==> src/rtl/tap_pkg.sv <==
// Package with constants and types shared by the test port ends
package tap_pkg;
   // ***************************************************
   // Controller states
   // ***************************************************
   typedef enum logic [3:0]
   {
      ST_RESET,
      ST_IDLE,
      ST_SEL_DR,
      ST_CAP_DR,
      ST_SHIFT_DR,
      ST_EXIT1_DR,
      ST_PAUSE_DR,
      ST_EXIT2_DR,
      ST_UPD_DR,
      ST_SEL_IR,
      ST_CAP_IR,
      ST_SHIFT_IR,
      ST_EXIT1_IR,
      ST_PAUSE_IR,
      ST_EXIT2_IR,
      ST_UPD_IR
   } tap_state_e;

   // ***************************************************
   // Instruction chain and codes
   // ***************************************************
   localparam int          IR_WIDTH      = 4;
   localparam logic [3:0]  IR_CAPTURE    = 4'h1;
   localparam logic [3:0]  OP_EXTEST     = 4'h0;
   localparam logic [3:0]  OP_INTEST     = 4'h1;
   localparam logic [3:0]  OP_SAMPLE     = 4'h2;
   localparam logic [3:0]  OP_CORE_A     = 4'h8;
   localparam logic [3:0]  OP_CORE_B     = 4'hA;
   localparam logic [3:0]  OP_CORE_C     = 4'hB;
   localparam logic [3:0]  OP_IDCODE     = 4'hE;
   localparam logic [3:0]  OP_BYPASS     = 4'hF;
   localparam logic [3:0]  IR_RESET      = OP_IDCODE;

   // ***************************************************
   // Data chains
   // ***************************************************
   localparam int          ID_WIDTH      = 32;
   localparam logic [31:0] ID_VALUE      = 32'h1234_5677; // Arbitrary value
   localparam int          BS_WIDTH      = 8;
   localparam logic [7:0]  BS_RESET      = 8'h00;
   localparam logic [7:0]  HOLD_RESET    = 8'h00;

   // ***************************************************
   // Timing and counts
   // ***************************************************
   localparam int          RESET_TMS_CNT = 5;
   localparam int          SYNC_STAGES   = 3;
   localparam int          TCK_DIV       = 4;
   localparam logic [7:0]  TCK_DIV_W     = 8'h04;
endpackage : tap_pkg

==> src/rtl/tap_link_if.sv <==
// Interface carrying the four test port pins between the two ends
`timescale 1ns/1ps
interface tap_link_if;
   logic tck;
   logic tms;
   logic tdi;
   logic tdo_o;
   logic tdo_oe;
   logic tdo;

   // Pull-up resolves the undriven data output
   assign tdo = tdo_oe ? tdo_o : 1'b1;

   modport device
   (
      input  tck,
      input  tms,
      input  tdi,
      output tdo_o,
      output tdo_oe
   );

   modport tester
   (
      output tck,
      output tms,
      output tdi,
      input  tdo
   );
endinterface : tap_link_if

==> src/rtl/tap_device.sv <==
// Test access port controller with instruction and data chains
`timescale 1ns/1ps
module tap_device
#(
   parameter int BS_W = tap_pkg::BS_WIDTH
)
(
   input  wire logic             clk_sys,
   input  wire logic             rst,
   input  wire logic             pin_rst,
   tap_link_if.device            link,
   input  wire logic [BS_W-1:0]  pin_sample,
   output logic      [BS_W-1:0]  bs_hold,
   output logic                  test_mode,
   output logic                  core_sel,
   input  wire logic             core_tdo,
   output logic                  core_shift,
   output logic                  core_tdi,
   output logic      [3:0]       ir_out,
   output logic                  pull_up_q,
   output logic                  pull_down_q
);
   // Widths the shift logic cannot serve
   if (BS_W < 2 || BS_W > 64)
      $error("BS_W out of range");

   // ***************************************************
   // Pin synchronisers
   // ***************************************************
   logic [2:0]                 tck_s_q;
   logic [2:0]                 tms_s_q;
   logic [2:0]                 tdi_s_q;
   logic                       tck_v_q;
   logic                       tms_v_q;
   logic                       tdi_v_q;
   logic                       tms_v;
   logic                       tdi_v;
   logic                       rise;
   logic                       fall;

   // Three stages; change counts once stages two and three agree
   always_ff @(posedge clk_sys)
   begin
      if (rst)
      begin
         tck_s_q <= 3'h0;
         tms_s_q <= 3'h7;
         tdi_s_q <= 3'h7;
         tck_v_q <= 1'b0;
         tms_v_q <= 1'b1;
         tdi_v_q <= 1'b1;
      end
      else
      begin
         tck_s_q <= {tck_s_q[1:0], link.tck};
         tms_s_q <= {tms_s_q[1:0], link.tms};
         tdi_s_q <= {tdi_s_q[1:0], link.tdi};
         if (tck_s_q[1] == tck_s_q[2])
            tck_v_q <= tck_s_q[2];
         if (tms_s_q[1] == tms_s_q[2])
            tms_v_q <= tms_s_q[2];
         if (tdi_s_q[1] == tdi_s_q[2])
            tdi_v_q <= tdi_s_q[2];
      end
   end

   assign rise  = (tck_s_q[1] == tck_s_q[2]) && tck_s_q[2] && !tck_v_q;
   assign fall  = (tck_s_q[1] == tck_s_q[2]) && !tck_s_q[2] && tck_v_q;
   assign tms_v = tms_v_q;
   assign tdi_v = tdi_v_q;

   // ***************************************************
   // Controller state machine
   // ***************************************************
   tap_pkg::tap_state_e state_q;
   tap_pkg::tap_state_e state_d;

   // Standard transitions on sampled mode select
   always_comb
   begin
      case (state_q)
         tap_pkg::ST_RESET:    state_d = tms_v ? tap_pkg::ST_RESET : tap_pkg::ST_IDLE;
         tap_pkg::ST_IDLE:     state_d = tms_v ? tap_pkg::ST_SEL_DR : tap_pkg::ST_IDLE;
         tap_pkg::ST_SEL_DR:   state_d = tms_v ? tap_pkg::ST_SEL_IR : tap_pkg::ST_CAP_DR;
         tap_pkg::ST_CAP_DR:   state_d = tms_v ? tap_pkg::ST_EXIT1_DR : tap_pkg::ST_SHIFT_DR;
         tap_pkg::ST_SHIFT_DR: state_d = tms_v ? tap_pkg::ST_EXIT1_DR : tap_pkg::ST_SHIFT_DR;
         tap_pkg::ST_EXIT1_DR: state_d = tms_v ? tap_pkg::ST_UPD_DR : tap_pkg::ST_PAUSE_DR;
         tap_pkg::ST_PAUSE_DR: state_d = tms_v ? tap_pkg::ST_EXIT2_DR : tap_pkg::ST_PAUSE_DR;
         tap_pkg::ST_EXIT2_DR: state_d = tms_v ? tap_pkg::ST_UPD_DR : tap_pkg::ST_SHIFT_DR;
         tap_pkg::ST_UPD_DR:   state_d = tms_v ? tap_pkg::ST_SEL_DR : tap_pkg::ST_IDLE;
         tap_pkg::ST_SEL_IR:   state_d = tms_v ? tap_pkg::ST_RESET : tap_pkg::ST_CAP_IR;
         tap_pkg::ST_CAP_IR:   state_d = tms_v ? tap_pkg::ST_EXIT1_IR : tap_pkg::ST_SHIFT_IR;
         tap_pkg::ST_SHIFT_IR: state_d = tms_v ? tap_pkg::ST_EXIT1_IR : tap_pkg::ST_SHIFT_IR;
         tap_pkg::ST_EXIT1_IR: state_d = tms_v ? tap_pkg::ST_UPD_IR : tap_pkg::ST_PAUSE_IR;
         tap_pkg::ST_PAUSE_IR: state_d = tms_v ? tap_pkg::ST_EXIT2_IR : tap_pkg::ST_PAUSE_IR;
         tap_pkg::ST_EXIT2_IR: state_d = tms_v ? tap_pkg::ST_UPD_IR : tap_pkg::ST_SHIFT_IR;
         tap_pkg::ST_UPD_IR:   state_d = tms_v ? tap_pkg::ST_SEL_DR : tap_pkg::ST_IDLE;
         default:              state_d = tap_pkg::ST_RESET;
      endcase
   end

   // State register; only moves on a clock rise
   always_ff @(posedge clk_sys)
   begin
      if (rst)
         state_q <= tap_pkg::ST_RESET;
      else if (rise)
         state_q <= state_d;
   end

   // ***************************************************
   // Instruction decode
   // ***************************************************
   logic [3:0] ir_sh_q;
   logic [3:0] ir_q;
   logic [3:0] op;
   logic       is_core;

   // Map unimplemented codes to bypass
   function automatic logic [3:0] decode(input logic [3:0] code);
      case (code)
         tap_pkg::OP_EXTEST, tap_pkg::OP_INTEST, tap_pkg::OP_SAMPLE,
         tap_pkg::OP_CORE_A, tap_pkg::OP_CORE_B, tap_pkg::OP_CORE_C,
         tap_pkg::OP_IDCODE: decode = code;
         default:            decode = tap_pkg::OP_BYPASS;
      endcase
   endfunction : decode

   assign op        = decode(ir_q);
   assign is_core   = op inside {tap_pkg::OP_CORE_A, tap_pkg::OP_CORE_B, tap_pkg::OP_CORE_C};
   assign test_mode = (op == tap_pkg::OP_EXTEST) || (op == tap_pkg::OP_INTEST);
   assign ir_out    = ir_q;

   // ***************************************************
   // Chains
   // ***************************************************
   logic [31:0]     id_sh_q;
   logic [BS_W-1:0] bs_sh_q;
   logic            byp_q;
   logic            tdo_d;
   logic            tdo_q;
   logic            oe_q;
   logic            shifting;

   // Instruction chain, four bits with hold register
   always_ff @(posedge clk_sys)
   begin
      if (rst || (rise && state_d == tap_pkg::ST_RESET))
      begin
         ir_sh_q <= tap_pkg::IR_CAPTURE;
         ir_q    <= tap_pkg::IR_RESET;
      end
      else if (rise)
      begin
         case (state_q)
            tap_pkg::ST_CAP_IR:   ir_sh_q <= tap_pkg::IR_CAPTURE;
            tap_pkg::ST_SHIFT_IR: ir_sh_q <= {tdi_v, ir_sh_q[3:1]};
            tap_pkg::ST_UPD_IR:   ir_q    <= ir_sh_q;
            default:              ir_q    <= ir_q;
         endcase
      end
   end

   // Data chains; external and internal test leave them alone
   always_ff @(posedge clk_sys)
   begin
      if (rst || (rise && state_d == tap_pkg::ST_RESET))
      begin
         id_sh_q <= tap_pkg::ID_VALUE;
         bs_sh_q <= BS_W'(tap_pkg::BS_RESET);
         bs_hold <= BS_W'(tap_pkg::HOLD_RESET);
         byp_q   <= 1'b0;
      end
      else if (rise && !test_mode)
      begin
         case (state_q)
            tap_pkg::ST_CAP_DR:
            begin
               id_sh_q <= tap_pkg::ID_VALUE;
               bs_sh_q <= pin_sample;
               byp_q   <= 1'b0;
            end
            tap_pkg::ST_SHIFT_DR:
            begin
               if (op == tap_pkg::OP_IDCODE)
                  id_sh_q <= {tdi_v, id_sh_q[31:1]};
               else if (op == tap_pkg::OP_SAMPLE)
                  bs_sh_q <= {tdi_v, bs_sh_q[BS_W-1:1]};
               else
                  byp_q <= tdi_v;
            end
            tap_pkg::ST_UPD_DR:
            begin
               if (op == tap_pkg::OP_SAMPLE)
                  bs_hold <= bs_sh_q;
            end
            default: byp_q <= byp_q;
         endcase
      end
   end

   // Core controller shares the shift path
   assign core_sel   = is_core;
   assign core_shift = is_core && state_q == tap_pkg::ST_SHIFT_DR;
   assign core_tdi   = tdi_v;

   // ***************************************************
   // Serial output
   // ***************************************************
   assign shifting = (state_q == tap_pkg::ST_SHIFT_DR && !test_mode)
                     || state_q == tap_pkg::ST_SHIFT_IR;

   // Output source by state and instruction
   always_comb
   begin
      if (state_q == tap_pkg::ST_SHIFT_IR)
         tdo_d = ir_sh_q[0];
      else if (is_core)
         tdo_d = core_tdo;
      else if (op == tap_pkg::OP_IDCODE)
         tdo_d = id_sh_q[0];
      else if (op == tap_pkg::OP_SAMPLE)
         tdo_d = bs_sh_q[0];
      else
         tdo_d = byp_q;
   end

   // Output and enable move on the falling clock
   always_ff @(posedge clk_sys)
   begin
      if (rst || pin_rst)
      begin
         tdo_q <= 1'b1;
         oe_q  <= 1'b0;
      end
      else if (fall)
      begin
         tdo_q <= tdo_d;
         oe_q  <= shifting;
      end
   end

   assign link.tdo_o  = tdo_q;
   assign link.tdo_oe = oe_q;

   // Pad pulls restored by either reset
   always_ff @(posedge clk_sys)
   begin
      if (rst || pin_rst)
      begin
         pull_up_q   <= 1'b1;
         pull_down_q <= 1'b0;
      end
   end
endmodule : tap_device

==> src/flat_wrapper.sv <==
// flat-port wrapper written by rule: the top's interface ports become plain ports
module tap_device_flat 
#(
   parameter int BS_W = tap_pkg::BS_WIDTH
)
  (clk_sys, rst, pin_rst, pin_sample, bs_hold, test_mode, core_sel, core_tdo, core_shift, core_tdi, ir_out, pull_up_q, pull_down_q, link_tck, link_tms, link_tdi, link_tdo_o, link_tdo_oe);
  tap_link_if link_i ();
  input  wire logic clk_sys;
  input  wire logic rst;
  input  wire logic pin_rst;
  input  wire logic [BS_W-1:0] pin_sample;
  output logic      [BS_W-1:0] bs_hold;
  output logic test_mode;
  output logic core_sel;
  input  wire logic core_tdo;
  output logic core_shift;
  output logic core_tdi;
  output logic      [3:0] ir_out;
  output logic pull_up_q;
  output logic pull_down_q;
  input wire logic [$bits(link_i.tck)-1:0] link_tck;
  input wire logic [$bits(link_i.tms)-1:0] link_tms;
  input wire logic [$bits(link_i.tdi)-1:0] link_tdi;
  output wire logic [$bits(link_i.tdo_o)-1:0] link_tdo_o;
  output wire logic [$bits(link_i.tdo_oe)-1:0] link_tdo_oe;
  assign link_i.tck = link_tck;
  assign link_i.tms = link_tms;
  assign link_i.tdi = link_tdi;
  assign link_tdo_o = link_i.tdo_o;
  assign link_tdo_oe = link_i.tdo_oe;
  tap_device #(.BS_W(BS_W)) u_core (.clk_sys(clk_sys), .rst(rst), .pin_rst(pin_rst), .link(link_i), .pin_sample(pin_sample), .bs_hold(bs_hold), .test_mode(test_mode), .core_sel(core_sel), .core_tdo(core_tdo), .core_shift(core_shift), .core_tdi(core_tdi), .ir_out(ir_out), .pull_up_q(pull_up_q), .pull_down_q(pull_down_q));
endmodule
==> config.mk <==
export PLATFORM = sky130hd
export DESIGN_NAME = tap_device_flat
export DESIGN_NICKNAME = d
export VERILOG_FILES = /design/src/rtl/tap_pkg.sv /design/src/rtl/tap_link_if.sv /design/src/rtl/tap_device.sv /design/src/flat_wrapper.sv
export SDC_FILE = /design/constraint.sdc
export NUM_CORES = 1
export LEC_CHECK = 0
export ABC_AREA = 1
export BUFFER_PORTS_ARGS = -buffer_cell sky130_fd_sc_hd__buf_2
export CAP_MARGIN = 40
export CORE_MARGIN = 2
export CORE_UTILIZATION = 45
export DETAILED_ROUTE_END_ITERATION = 12
export PLACE_DENSITY = 0.71
export SYNTH_ARGS = -nofsm -noshare
export SYNTH_HDL_FRONTEND = slang
export SYNTH_SLANG_ARGS = --single-unit
==> constraint.sdc <==
create_clock -name clk_sys -period 1.6 [get_ports clk_sys]
set_input_delay 0.24 -clock clk_sys [delete_from_list [all_inputs] [get_ports clk_sys]]
set_output_delay 0.24 -clock clk_sys [all_outputs]
set_load 0.02 [all_outputs]
# Word level (Yosys, flattened, before mapping)
# Index checks and enable logic that the tools add are counted.
# totals
in_bits	15
regBits	75
elab_cells	108
out_inout_bits	20
# classes
muxes	27
eq_ne	34
n_reduce_logical	32
# op_table
cell	n
equality test 4 bit (second input constant)	16
case mux 32 bit (2 select lines)	1
case mux 4 bit (12 select lines)	1
2-to-1 mux 32 bit	1
2-to-1 mux 4 bit	5
equality test 4 x 2 -> 1 bit (second input constant)	4
equality test 4 x 3 -> 1 bit (second input constant)	4
logical NOT 4 bit	4
2-to-1 mux 8 bit	2
case mux 8 bit (2 select lines)	1
equality test 4 x 1 -> 1 bit (second input constant)	3
2-to-1 mux 1 bit	9
logical AND 1 bit	8
case mux 4 bit (2 select lines)	1
AND reduction 4 bit	2
OR reduction 7 bit	1
2-to-1 mux 2 bit	3
2-to-1 mux 3 bit	2
AND reduction 3 bit	2
logical OR 1 bit	4
!= test 2 x 1 -> 1 bit (second input constant)	2
!= test 2 bit (second input constant)	2
AND reduction 2 bit	2
nonzero test 2 bit	2
6 further kinds	11

# Logic depth before layout (Yosys ltp)
# Gate-level depths: netlist of run 1.
# logic_depth
word_depth	8
mapped_depth	12
ltp_nobuf	10

# Worst setup path after synthesis of run 1
# Ideal clock, no wire load.
# synth_path
kind	flip-flop to flip-flop
startpoint	reg u_core.ir_q[2] (netlist: u_core.ir_out[2])
endpoint	reg u_core.bs_sh_q[6]
stages_incl_launch_ff	9
path_slack_ns	-0.319
arrival_time_ns	1.804
setup_time_ns	0.115
period_less_slack_ns	1.919
n_path_buf	2
t_required_ns	1.485
cell_sequence	dfxtp_1 nor3_1 nor2_1 buf_4 nand3_4 buf_2 a21oi_1 a21oi_1 nor2_1
# synth_between
elab_chain_cells	8
word_cells_on_any_way	19
classes_between	eq/ne (11); mux (1); reduce/logical (7)
# synth_rtl
item	line	text
from (decl)	tap_device.sv:115	logic [3:0] ir_q;
from (signal assigned)	tap_device.sv:151	ir_q <= tap_pkg::IR_RESET;
from (signal assigned)	tap_device.sv:158	tap_pkg::ST_UPD_IR: ir_q <= ir_sh_q;
from (signal assigned)	tap_device.sv:159	default: ir_q <= ir_q;
equality test 4 x 1 -> 1 bit (tied with other cells)	tap_device.sv:121	case (code)
OR reduction 7 bit	tap_device.sv:121	
2-to-1 mux 4 bit (*)	tap_device.sv:121	
equality test 4 x 1 -> 1 bit / logical NOT 4 bit (equally long branches)	tap_device.sv:131	assign test_mode = (op == tap_pkg::OP_EXTEST) || (op == tap_pkg::OP_INTEST);
logical OR 1 bit (*)	tap_device.sv:131	
named net test_mode	flat_wrapper.sv:13	output logic test_mode;
logical NOT 1 bit (*)	tap_device.sv:174	else if (rise && !test_mode)
logical AND 1 bit (*)	tap_device.sv:174	
AND reduction 4 bit (no source line) (*)	-	
to (signal assigned)	tap_device.sv:170	bs_sh_q <= BS_W'(tap_pkg::BS_RESET);
to (signal assigned)	tap_device.sv:180	bs_sh_q <= pin_sample;
to (signal assigned)	tap_device.sv:188	bs_sh_q <= {tdi_v, bs_sh_q[BS_W-1:1]};
to (decl)	tap_device.sv:138	logic [BS_W-1:0] bs_sh_q;
# The timed path passes the listed nets; every way through them passes the cells marked *.
# A chain may end at the register's enable or synchronous reset.

# Worst setup path in the final report of run 1
# layout_path
startpoint	reg u_core.tck_s_q[2]
endpoint	reg u_core.id_sh_q[29]
# layout_between
elab_chain_cells	5
word_cells_on_any_way	7
classes_between	eq/ne (1); reduce/logical (6)
# layout_rtl
item	line	text
from (decl)	tap_device.sv:30	logic [2:0] tck_s_q;
from (signal assigned)	tap_device.sv:55	tck_s_q <= {tck_s_q[1:0], link.tck};
equality test 1 bit	tap_device.sv:67	assign rise = (tck_s_q[1] == tck_s_q[2]) && tck_s_q[2] && !tck_v_q;
logical AND 1 bit (*) (2 in a row)	tap_device.sv:67	
logical AND 1 bit (on tied branches)	tap_device.sv:174, tap_device.sv:167	
AND reduction 3 bit (no source line) / logical OR 1 bit (equally long branches)	-	
to (signal assigned)	tap_device.sv:169	id_sh_q <= tap_pkg::ID_VALUE;
to (signal assigned)	tap_device.sv:179	id_sh_q <= tap_pkg::ID_VALUE;
to (signal assigned)	tap_device.sv:186	id_sh_q <= {tdi_v, id_sh_q[31:1]};
to (decl)	tap_device.sv:137	logic [31:0] id_sh_q;
# Mark *: on every way between the ends. The rest lies on a longest branch, timed or not.

==> reports/results.ini, run 1 <==
[global_routing]
largest_net_degree_at_the_start_of_global_routing = 34
grt_antenna_before_repair = 0
grt.met1_usage_pct = 25.1
gr-usage-met3_pct = 3.10
wire_length_of_the_first_global_routing_pass_um = 12900
grt_remaining_overflow = 0
grt_usage_pct = 19.3
gr-usage-met2_pct = 31.6
top_usage_layer = met2
grt_pass1_vias = 2913

[clock_tree]
cts_root_buffer = clkbuf_8
cts-htree-levels = 3
clk_latency_ns = 0.35
cts_buffers = 9
max-clock-path-buffers = 2
hold_buffers = 0
clk_transition_reported_paths_ns = 0.09
clock_sinks = 75
tritoncts_clock_tree = yes

[power]
power_switching_share_pct = 22.6
power.switching_uw = 839
clock_power_share_pct = 45.3
power.static_leakage_uw = 0.00205
internal_power_summed_over_all_cells_uw = 2870
seqPwrFrac_pct = 50.5
cellPowerDensity_nw_per_um2 = 767
vdd_ir_drop_max_uv = 635
pwr-share-comb_pct = 4.3

[critical_path]
timing.critical_path.max_delay_family = buffers and inverters
critPathRequiredTime_ns = 1.86
worstPathMaxFanout = 8
endpoint_class_of_the_critical_path = register
worst-path-stages = 11
cp_num_buf_inv = 4
cpPeakStageDelay_ns = 0.36
critical_path_arrival_ns = 1.97
timing.critical_path.cells = ha_4 > inv_2 > nor2_4 > inv_2 > nor2_4 > nand2_2 > a21oi_4 > clkbuf_16 > o22ai_1 > inv_1 > nor2_1
rr_worst_depth = 11
worst_setup_path_type = register to register
crit_path_top_delay_cell = dfxtp_2
crit_path_start_kind = register

[yosys]
post_synth.cell_area_avg_um2 = 7.21
dominantRegCellSynth = dfxtp_1
synth_edf_count = 0
synth.ff_latch_count = 75
yosysSeqAreaShare_pct = 45.0
async_flop_share_pct = 0
synth.distinct_cells = 30
synth-warning-count = 0
syn-num-nets = 479
syn_inst = 462
syn_area_um2 = 3330

[run_status]
status = complete, but fails checks
failed_checks = negative setup slack

[placement]
detailed_place_hpwl_um = 5200
dpl_cell_area_um2 = 3830
dp_worst_setup_slack_ns = -0.0930
dpl.cell_count = 611
port-buffer-count = 32
gp_routability_congestion = 0.872

[run]
max_cap_violations = 0

[route]
drc = 0
detailedRoute.firstPassIterationCount = 5
num_vias = 3442
ant_nets = 0
drt_iter0_markers = 219
detail_route.vias_per_cell = 5.33
detail_route.wirelength_um = 9640
avgRoutedWirePerCell_um = 14.9

[cells_and_area]
area_growth_pct = 45.3
layout_net_count = 559
diodes = 0
layout.cell_area.non_filler_um2 = 4840
share_of_cells_above_drive_strength_1_pct = 41.7
layout.cells.non_filler = 646
most_frequent_cells_in_the_layout = inv_1, dfxtp_1, nand2_1

[die]
die_w_um = 90.1
die-height_um = 90.1
ioPinCount = 35
core_um2 = 7210
floorplan.initialDensity_pct = 46.2
total_number_of_placement_rows = 31
design.die.area_um2 = 8110

[timing]
worst_setup_skew_after_layout_ns = 0.0119
final_setup_violation_count = 57
fin_tns_setup_ns = -3.24
worst_slack_ns = -0.115
fmax_mhz = 583
final.hold.worst_slack_ns = 0.0691
post-route-period-util_pct = 107
hold_violations = 0
fin_crit_ns = 1.72
slew_viol_final = 0
grt_setup_unrepaired = yes

[min_path]
worstHoldPathType = primary input to register
number_of_stages_on_the_worst_hold_path = 2

[what timing repair did]
item | 4_1_cts | 5_1_grt
resized for setup | 21 | 123
cloned | 1 | 8
hold endpoints to repair | 0 | 0
setup endpoints to repair | 59 | 60
setup buffers | 2 | 8
pin swaps | 1 | 26
[layer usage]
| metal | vias up | share of wire [%] |
|---|---|---|
| li1 | 1646 | - |
| met1 | 1628 | 42 |
| met2 | 145 | 50 |
| met3 | 23 | 6.1 |
| met4 | 0 | 2.2 |
| met5 | - | 0 |
[worst register-to-register path: cells and delay by family, from the launching register on]
family | cells | cell delay, ns
AOI/OAI and AO/OA | 2 | 0.38
and+or+nand+nor | 4 | 0.35
DFF | 1 | 0.36
adders and majority gates | 1 | 0.13
buffers and inverters | 4 | 0.40
[registers in the layout, indices dropped and copies added, names as in the netlist]
signal,cells
u_core.id_sh_q,32
u_core.link.tdo_o,1
u_core.ir_sh_q,4
u_core.ir_out,4
u_core.core_tdi,1
u_core.tdi_s_q,3
u_core.link.tdo_oe,1
u_core.bs_sh_q,8
u_core.tck_s_q,3
u_core.bs_hold,8
u_core.state_q,4
u_core.byp_q,1
u_core.tms_v,1
u_core.tck_v_q,1
u_core.tms_s_q,3
[kinds of logic after synthesis]
family / Yosys count / share of synthesized area [%]
flops: 75 / 45.0
other cells: 2 / 0.225
simple gates: 205 / 27.4
compound gates: 81 / 13.6
fa+ha+maj: 2 / 0.751
mux: 1 / 0.338
buf+inv: 96 / 12.6
[area by class of cell]
| cell class | count | area (um2) |
|---|---|---|
| clock buffers | 10 | 138 |
| clock inverters | 6 | 93.8 |
| fillers | 571 | 2370 |
| inverters | 76 | 295 |
| multi-input cells | 292 | 1890 |
| flip-flops and latches | 75 | 1530 |
| well taps | 99 | 124 |
| repair buffers | 88 | 777 |
[power by group through the flow]
stage / combinational, uW / clock, uW / sequential (uW)
5_1_grt: 172 / 1790 / 1880
2_1_floorplan: 67.7 / 0 / 1920
6_report: 159 / 1680 / 1870
3_5_place_dp: 106 / 0 / 1920
3_3_place_gp: 105 / 0 / 1920
4_1_cts: 108 / 1700 / 1880
[metrics by stage]
step	util, %	power, uW
detailed placement	53.1	2030
floorplan	-	1990
CTS	57.6	3680
global placement	53.1	2030
finish	67.2	3710
global route	67.2	3840
[synthesized netlist by cell type (all sizes together), types with 4 or more instances]
cell,number,area share (%)
or2,6,1.1
o22ai,25,4.7
nand2,79,9.3
dfxtp,75,45
o21ai,24,3.6
nand4,4,0.75
clkbuf,4,0.45
a21oi,27,4.2
inv,76,8.6
nand3,46,7.4
buf,16,3.6
nor2,68,8.6
[worst paths after layout]
kind                      from            endpoint  slack [ns]
min reg2reg  u_core.tck_s_q[0]   u_core.tck_s_q[1]        0.40
min                   link_tms   u_core.tms_s_q[0]        0.07
max reg2reg  u_core.tck_s_q[2]  u_core.id_sh_q[29]       -0.12
max          u_core.tck_s_q[2]  u_core.id_sh_q[29]       -0.12
Note: power is estimated with default switching activity, not from simulation.
==> run 2: changes to the inputs <==
==> constraint.sdc (replaced) <==
create_clock -name clk_sys -period 1.6 [get_ports clk_sys]
set_input_delay 0.08 -clock clk_sys [delete_from_list [all_inputs] [get_ports clk_sys]]
set_output_delay 0.08 -clock clk_sys [all_outputs]
set_load 0.02 [all_outputs]
==> reports/results.ini, run 2 (synthesized netlist as in run 1, its figures left out) <==
[run_status]
status = complete, but fails checks
failed_checks = negative setup slack

[power]
vdd_ir_drop_max_uv = 411
power_switching_share_pct = 24.4
totalPowerFinal_uw = 3570
internal_power_summed_over_all_cells_uw = 2700
cellPowerDensity_nw_per_um2 = 750
seqPwrFrac_pct = 52.5
clock_power_share_pct = 42.6
power.static_leakage_uw = 0.00199
pwr-share-comb_pct = 4.8
power.switching_uw = 873

[route]
detailedRoute.firstPassIterationCount = 5
ant_nets = 0
num_vias = 3304
detail_route.vias_per_cell = 5.10
drc = 0
detail_route.wirelength_um = 8930
avgRoutedWirePerCell_um = 13.8
drt_iter0_markers = 185

[clock_tree]
cts_buffers = 9
cts-htree-levels = 3
cts_root_buffer = clkbuf_8
tritoncts_clock_tree = yes
clock_sinks = 75
clk_transition_reported_paths_ns = 0.09
max-clock-path-buffers = 2
clk_latency_ns = 0.34

[min_path]
worstHoldPathType = primary input to register
holdCritStartpoint = pin_rst
number_of_stages_on_the_worst_hold_path = 4
holdPathEnd = u_core.link.tdo_oe

[run]
max_cap_violations = 0

[die]
floorplan.initialDensity_pct = 46.2
total_number_of_placement_rows = 31
ioPinCount = 35
die_w_um = 90.1
die-height_um = 90.1
design.die.area_um2 = 8110
core_um2 = 7210

[cells_and_area]
diodes = 0
fillers = 608
share_of_cells_above_drive_strength_1_pct = 38.3
top_register = u_core.id_sh_q
area_growth_pct = 42.7
most_frequent_cells_in_the_layout = nand2_1, dfxtp_1, inv_1
leading_registers_by_flop_count = u_core.id_sh_q (32), u_core.bs_hold (8), u_core.bs_sh_q (8)
layout_net_count = 561
layout.cell_area.non_filler_um2 = 4760
largest_register_ffs = 32

[critical_path]
endpoint_class_of_the_critical_path = register
cp_num_buf_inv = 3
timing.critical_path.max_delay_family = simple AND/OR/NAND/NOR gates
timing.critical_path.cells = inv_4 > nor2_4 > nand2_2 > a21oi_2 > nor2_1 > nand2_1 > nor2_1 > nand2_1 > nand2_2 > buf_6 > clkbuf_16 > nor2_1
worst_setup_path_type = register to register
worstPathMaxFanout = 8
crit_path_start_kind = register
critPathRequiredTime_ns = 1.89
r2r_setup_slack_ns = -0.09
rr_worst_depth = 12
critical_path_arrival_ns = 1.97
crit_path_top_delay_cell = dfxtp_4
cpPeakStageDelay_ns = 0.42
critPathMostFrequentCell = nor2_1
rr_endpoint = u_core.id_sh_q[11]
critical_path.reg2reg.startpoint = u_core.state_q[2]

[placement]
detailed_place_hpwl_um = 5150
dpl_cell_area_um2 = 3840
port-buffer-count = 32
gp_routability_congestion = 0.853

[timing]
hold_violations = 0
post-route-period-util_pct = 106
fin_crit_ns = 1.69
slew_viol_final = 0
fmax_mhz = 592
worst_setup_skew_after_layout_ns = 0.0105
worst_slack_ns = -0.0884
final_setup_violation_count = 57
grt_setup_unrepaired = yes

[global_routing]
grt.met1_usage_pct = 26.8
wire_length_of_the_first_global_routing_pass_um = 13400
largest_net_degree_at_the_start_of_global_routing = 33
grt_pass1_vias = 2936
top_usage_layer = met2
grt_usage_pct = 19.9
gr-usage-met2_pct = 32.8
gr-usage-met3_pct = 3.19
grt_remaining_overflow = 0
grt_antenna_before_repair = 0

run 2: cell types whose count changed in the layout (fill, tap and decap cells not counted), moves of 4 or more:
cell     delta
nand3_1     +9
nand3_2     -8
nand2_1     +6
o22ai_1     +5
buf_4       -4
nor2_2      -4
run 2: how the worst max path moves through the flow:
| stage | start | end | slack (ns) | cells after the start |
|---|---|---|---|---|
| 3_5_place_dp | u_core.state_q[2] | u_core.bs_hold[5] | -0.10 | 10 |
| 2_1_floorplan | u_core.tck_s_q[1] | u_core.id_sh_q[10] | 0.002 | 10 |
| 4_1_cts | u_core.state_q[0] | u_core.ir_sh_q[3] | -0.02 | 12 |
| 5_1_grt | u_core.state_q[3] | u_core.id_sh_q[11] | -0.19 | 12 |
| 3_3_place_gp | u_core.state_q[0] | u_core.bs_hold[0] | -0.06 | 10 |
| 6_report | u_core.state_q[2] | u_core.id_sh_q[11] | -0.09 | 12 |
run 2: layout make-up:
cell class / count / area, um2 / share of cell area, %
tap: 99 / 124 / 2.60
timing repair buffer: 90 / 835 / 17.5
multi-input combinational: 292 / 1770 / 37.2
clock buffer: 9 / 124 / 2.60
clock inverter: 7 / 82.6 / 1.74
inverter: 76 / 295 / 6.21
sequential: 75 / 1530 / 32.1
run 2: timing repair:
item,CTS,global route
hold endpoints to repair,3,0
pin swaps,4,21
resized for setup,28,99
setup endpoints to repair,58,60
buffers inserted,4,5
gates cloned,2,6
hold buffers,3,0
run 2: worst reg2reg max path: stages (launching register included):
cell	delay, ns
dfxtp_4	0.42
inv_4	0.05
nor2_4	0.17
nand2_2	0.07
a21oi_2	0.15
nor2_1	0.06
nand2_1	0.08
nor2_1	0.05
nand2_1	0.09
nand2_2	0.08
buf_6	0.14
clkbuf_16	0.16
nor2_1	0.10
run 2: power by group through the flow:
stage,combinational (uW),clock (uW),sequential (uW)
detailed placement,106,0,1920
CTS,134,1540,1870
floorplan,67.7,0,1920
finish,172,1520,1870
global placement,105,0,1920
global route,183,1640,1880
run 2: routing by layer:
layer  vias to the layer above  part of all wire (%)
li1                       1643                     -
met1                      1542                    45
met2                       103                    49
met3                        16                   4.4
met4                         0                   1.7
met5                         -                     0
run 2: stage by stage:
| stage | util (%) | instances | hold slack, ns | TNS (ns) | setup WS, ns |
|---|---|---|---|---|---|
| after floorplan | - | 462 | 0.184 | 0 | 0.00219 |
| after global placement | 53.2 | 612 | 0.266 | -3.04 | -0.0646 |
| after detailed placement | 53.2 | 612 | 0.266 | -4.30 | -0.103 |
| after CTS | 58.7 | 637 | 0.00586 | -0.278 | -0.0215 |
| after global routing | 65.9 | 648 | 0.0290 | -7.77 | -0.186 |
| final | 65.9 | 648 | 0.0103 | -2.54 | -0.0884 |
==> run 3: changes to the inputs <==
--- a/config.mk
+++ b/config.mk
@@ -8,3 +8,3 @@
 export ABC_AREA = 1
-export BUFFER_PORTS_ARGS = -buffer_cell sky130_fd_sc_hd__buf_2
+export BUFFER_PORTS_ARGS = -buffer_cell sky130_fd_sc_hd__clkbuf_2
 export CAP_MARGIN = 40
--- a/constraint.sdc
+++ b/constraint.sdc
@@ -3,2 +3,2 @@
 set_output_delay 0.08 -clock clk_sys [all_outputs]
-set_load 0.02 [all_outputs]
+set_load 0.005 [all_outputs]
==> reports/results.ini, run 3 (synthesized netlist as in run 1, its figures left out) <==
[global_routing]
grt_pass1_vias = 2918
wire_length_of_the_first_global_routing_pass_um = 13000
grt_usage_pct = 19.7
largest_net_degree_at_the_start_of_global_routing = 33
grt_antenna_before_repair = 0
grt_remaining_overflow = 0

[clock_tree]
tritoncts_clock_tree = yes
clock_sinks = 75
cts_buffers = 9
clk_transition_reported_paths_ns = 0.09
cts-htree-levels = 3
clk_latency_ns = 0.36
max-clock-path-buffers = 2
cts_root_buffer = clkbuf_8

[die]
design.die.area_um2 = 8110
floorplan.initialDensity_pct = 46.2
total_number_of_placement_rows = 31
die_w_um = 90.1
die-height_um = 90.1
ioPinCount = 35
core_um2 = 7210

[cells_and_area]
fillers = 614
most_frequent_cells_in_the_layout = inv_1, dfxtp_1, nand2_1
largest_register_ffs = 32
layout_net_count = 552
leading_registers_by_flop_count = u_core.id_sh_q (32), u_core.bs_hold (8), u_core.bs_sh_q (8)
diodes = 0
multiInputGateArea_um2 = 1620
share_of_cells_above_drive_strength_1_pct = 30.9
area_growth_pct = 35.3
layout.cells.non_filler = 639
top_register = u_core.id_sh_q
register_area_um2 = 1520
layout.cell_area.non_filler_um2 = 4510
mostFrequentLayoutCell = inv_1

[timing]
grt_setup_unrepaired = yes
fin_crit_ns = 1.68
post-route-period-util_pct = 105
worst_slack_ns = -0.0773
fmax_mhz = 596
slew_viol_final = 0
hold_violations = 0
final_setup_violation_count = 52
worst_setup_skew_after_layout_ns = 0.0158
final.hold.worst_slack_ns = 0.0200

[route]
ant_nets = 0
avgRoutedWirePerCell_um = 13.8
drt_iter0_markers = 256
detail_route.vias_per_cell = 5.08
num_vias = 3247
detailedRoute.firstPassIterationCount = 5
detail_route.wirelength_um = 8820
drc = 0

[critical_path]
critical_path.reg2reg.startpoint = u_core.ir_out[2]
critical_path_arrival_ns = 1.90
endpoint_class_of_the_critical_path = register
rr_worst_depth = 7
r2r_setup_slack_ns = -0.08
worstPathMaxFanout = 16
critPathRequiredTime_ns = 1.82
worst_setup_path_type = register to register
rr_endpoint = u_core.id_sh_q[25]
crit_path_start_kind = register

[min_path]
number_of_stages_on_the_worst_hold_path = 5
worstHoldPathType = primary input to register
holdPathEnd = u_core.link.tdo_o
holdCritStartpoint = core_tdo

[placement]
dp_worst_setup_slack_ns = -0.108
detailed_place_hpwl_um = 5000
dpl.cell_count = 605
gp_routability_congestion = 0.868
port-buffer-count = 32
dpl_cell_area_um2 = 3770

[run_status]
failed_checks = negative setup slack
status = complete, but fails checks

[power]
vdd_ir_drop_max_uv = 626
cellPowerDensity_nw_per_um2 = 845
power.static_leakage_uw = 0.00194

[run]
max_cap_violations = 0

==> run 3: changes by cell type in the layout (fill, tap and decap cells not counted), moves of 6 or more <==
| cell | change |
|---|---|
| o22ai_2 | -8 |
| buf_4 | -6 |
| a21oi_1 | +6 |
| nor2_1 | +14 |
| nor2_4 | -8 |
| o22ai_1 | +9 |
| a21oi_2 | -6 |
| buf_2 | -31 |
| clkbuf_2 | +32 |
| nor2_2 | -6 |
==> run 3: metrics by stage <==
step / TNS (ns) / utilization [%] / total power (uW)
after floorplan: 0 / - / 1990
after global placement: -4.76 / 52.2 / 2020
after detailed placement: -4.81 / 52.2 / 2020
after CTS: -0.235 / 57.4 / 3780
after global routing: -7.43 / 62.5 / 3920
final: -2.15 / 62.5 / 3810
==> run 3: worst max path at each step <==
| stage | startpoint | to | slack (ns) | cells after the start |
|---|---|---|---|---|
| after floorplan | u_core.tck_s_q[1] | u_core.id_sh_q[10] | 0.002 | 10 |
| final | u_core.ir_out[2] | u_core.id_sh_q[25] | -0.08 | 7 |
| after global routing | u_core.tck_s_q[2] | u_core.id_sh_q[22] | -0.17 | 11 |
| after detailed placement | u_core.state_q[2] | u_core.bs_hold[2] | -0.11 | 11 |
| after CTS | u_core.state_q[0] | u_core.id_sh_q[7] | -0.02 | 11 |
| after global placement | u_core.state_q[2] | u_core.id_sh_q[7] | -0.11 | 11 |
==> run 3: where the power goes <==
part	switching, uW	leakage, uW	total (uW)	internal [uW]
combinational	78.6	0.00122	156	77.4
sequential	7.27	0.000610	1880	1870
clock	740	0.000113	1780	1040
total	826	0.00194	3810	2990
==> run 3: metal layers <==
| metal | global-route usage (%) | part of all wire, % | routed length [um] | vias to the layer above |
|---|---|---|---|---|
| met1 | 24.0 | 43 | 3780 | 1503 |
| met5 | 0 | 0 | 0 | - |
| met4 | 6.92 | 1.4 | 124 | 0 |
| li1 | - | - | - | 1621 |
| met3 | 5.11 | 5.8 | 512 | 12 |
| met2 | 33.8 | 50 | 4400 | 111 |
==> run 3: worst max-delay path, cell delays in order (launching register included) <==
cell,delay (ns)
dfxtp_1,0.39
nor3_1,0.40
nor2_4,0.10
nand2_2,0.12
a21oi_4,0.07
clkbuf_16,0.19
o22ai_1,0.14
nand3_1,0.11
==> run 3: final cells by class <==
class | count | share of cell area [%]
tap | 99 | 2.75
clock inverter | 6 | 2.52
inverter | 76 | 6.44
multi-input combinational | 292 | 36.0
clock buffer | 10 | 2.83
sequential | 75 | 33.7
timing repair buffer | 81 | 15.7
==> run 3: what timing repair did <==
item                       CTS  global route
setup endpoints to repair   54            59
pin swaps                    1            13
hold endpoints to repair     4             0
resized for setup           24            54
gates cloned                 1             7
setup buffers                0             6
hold buffers                 4             0
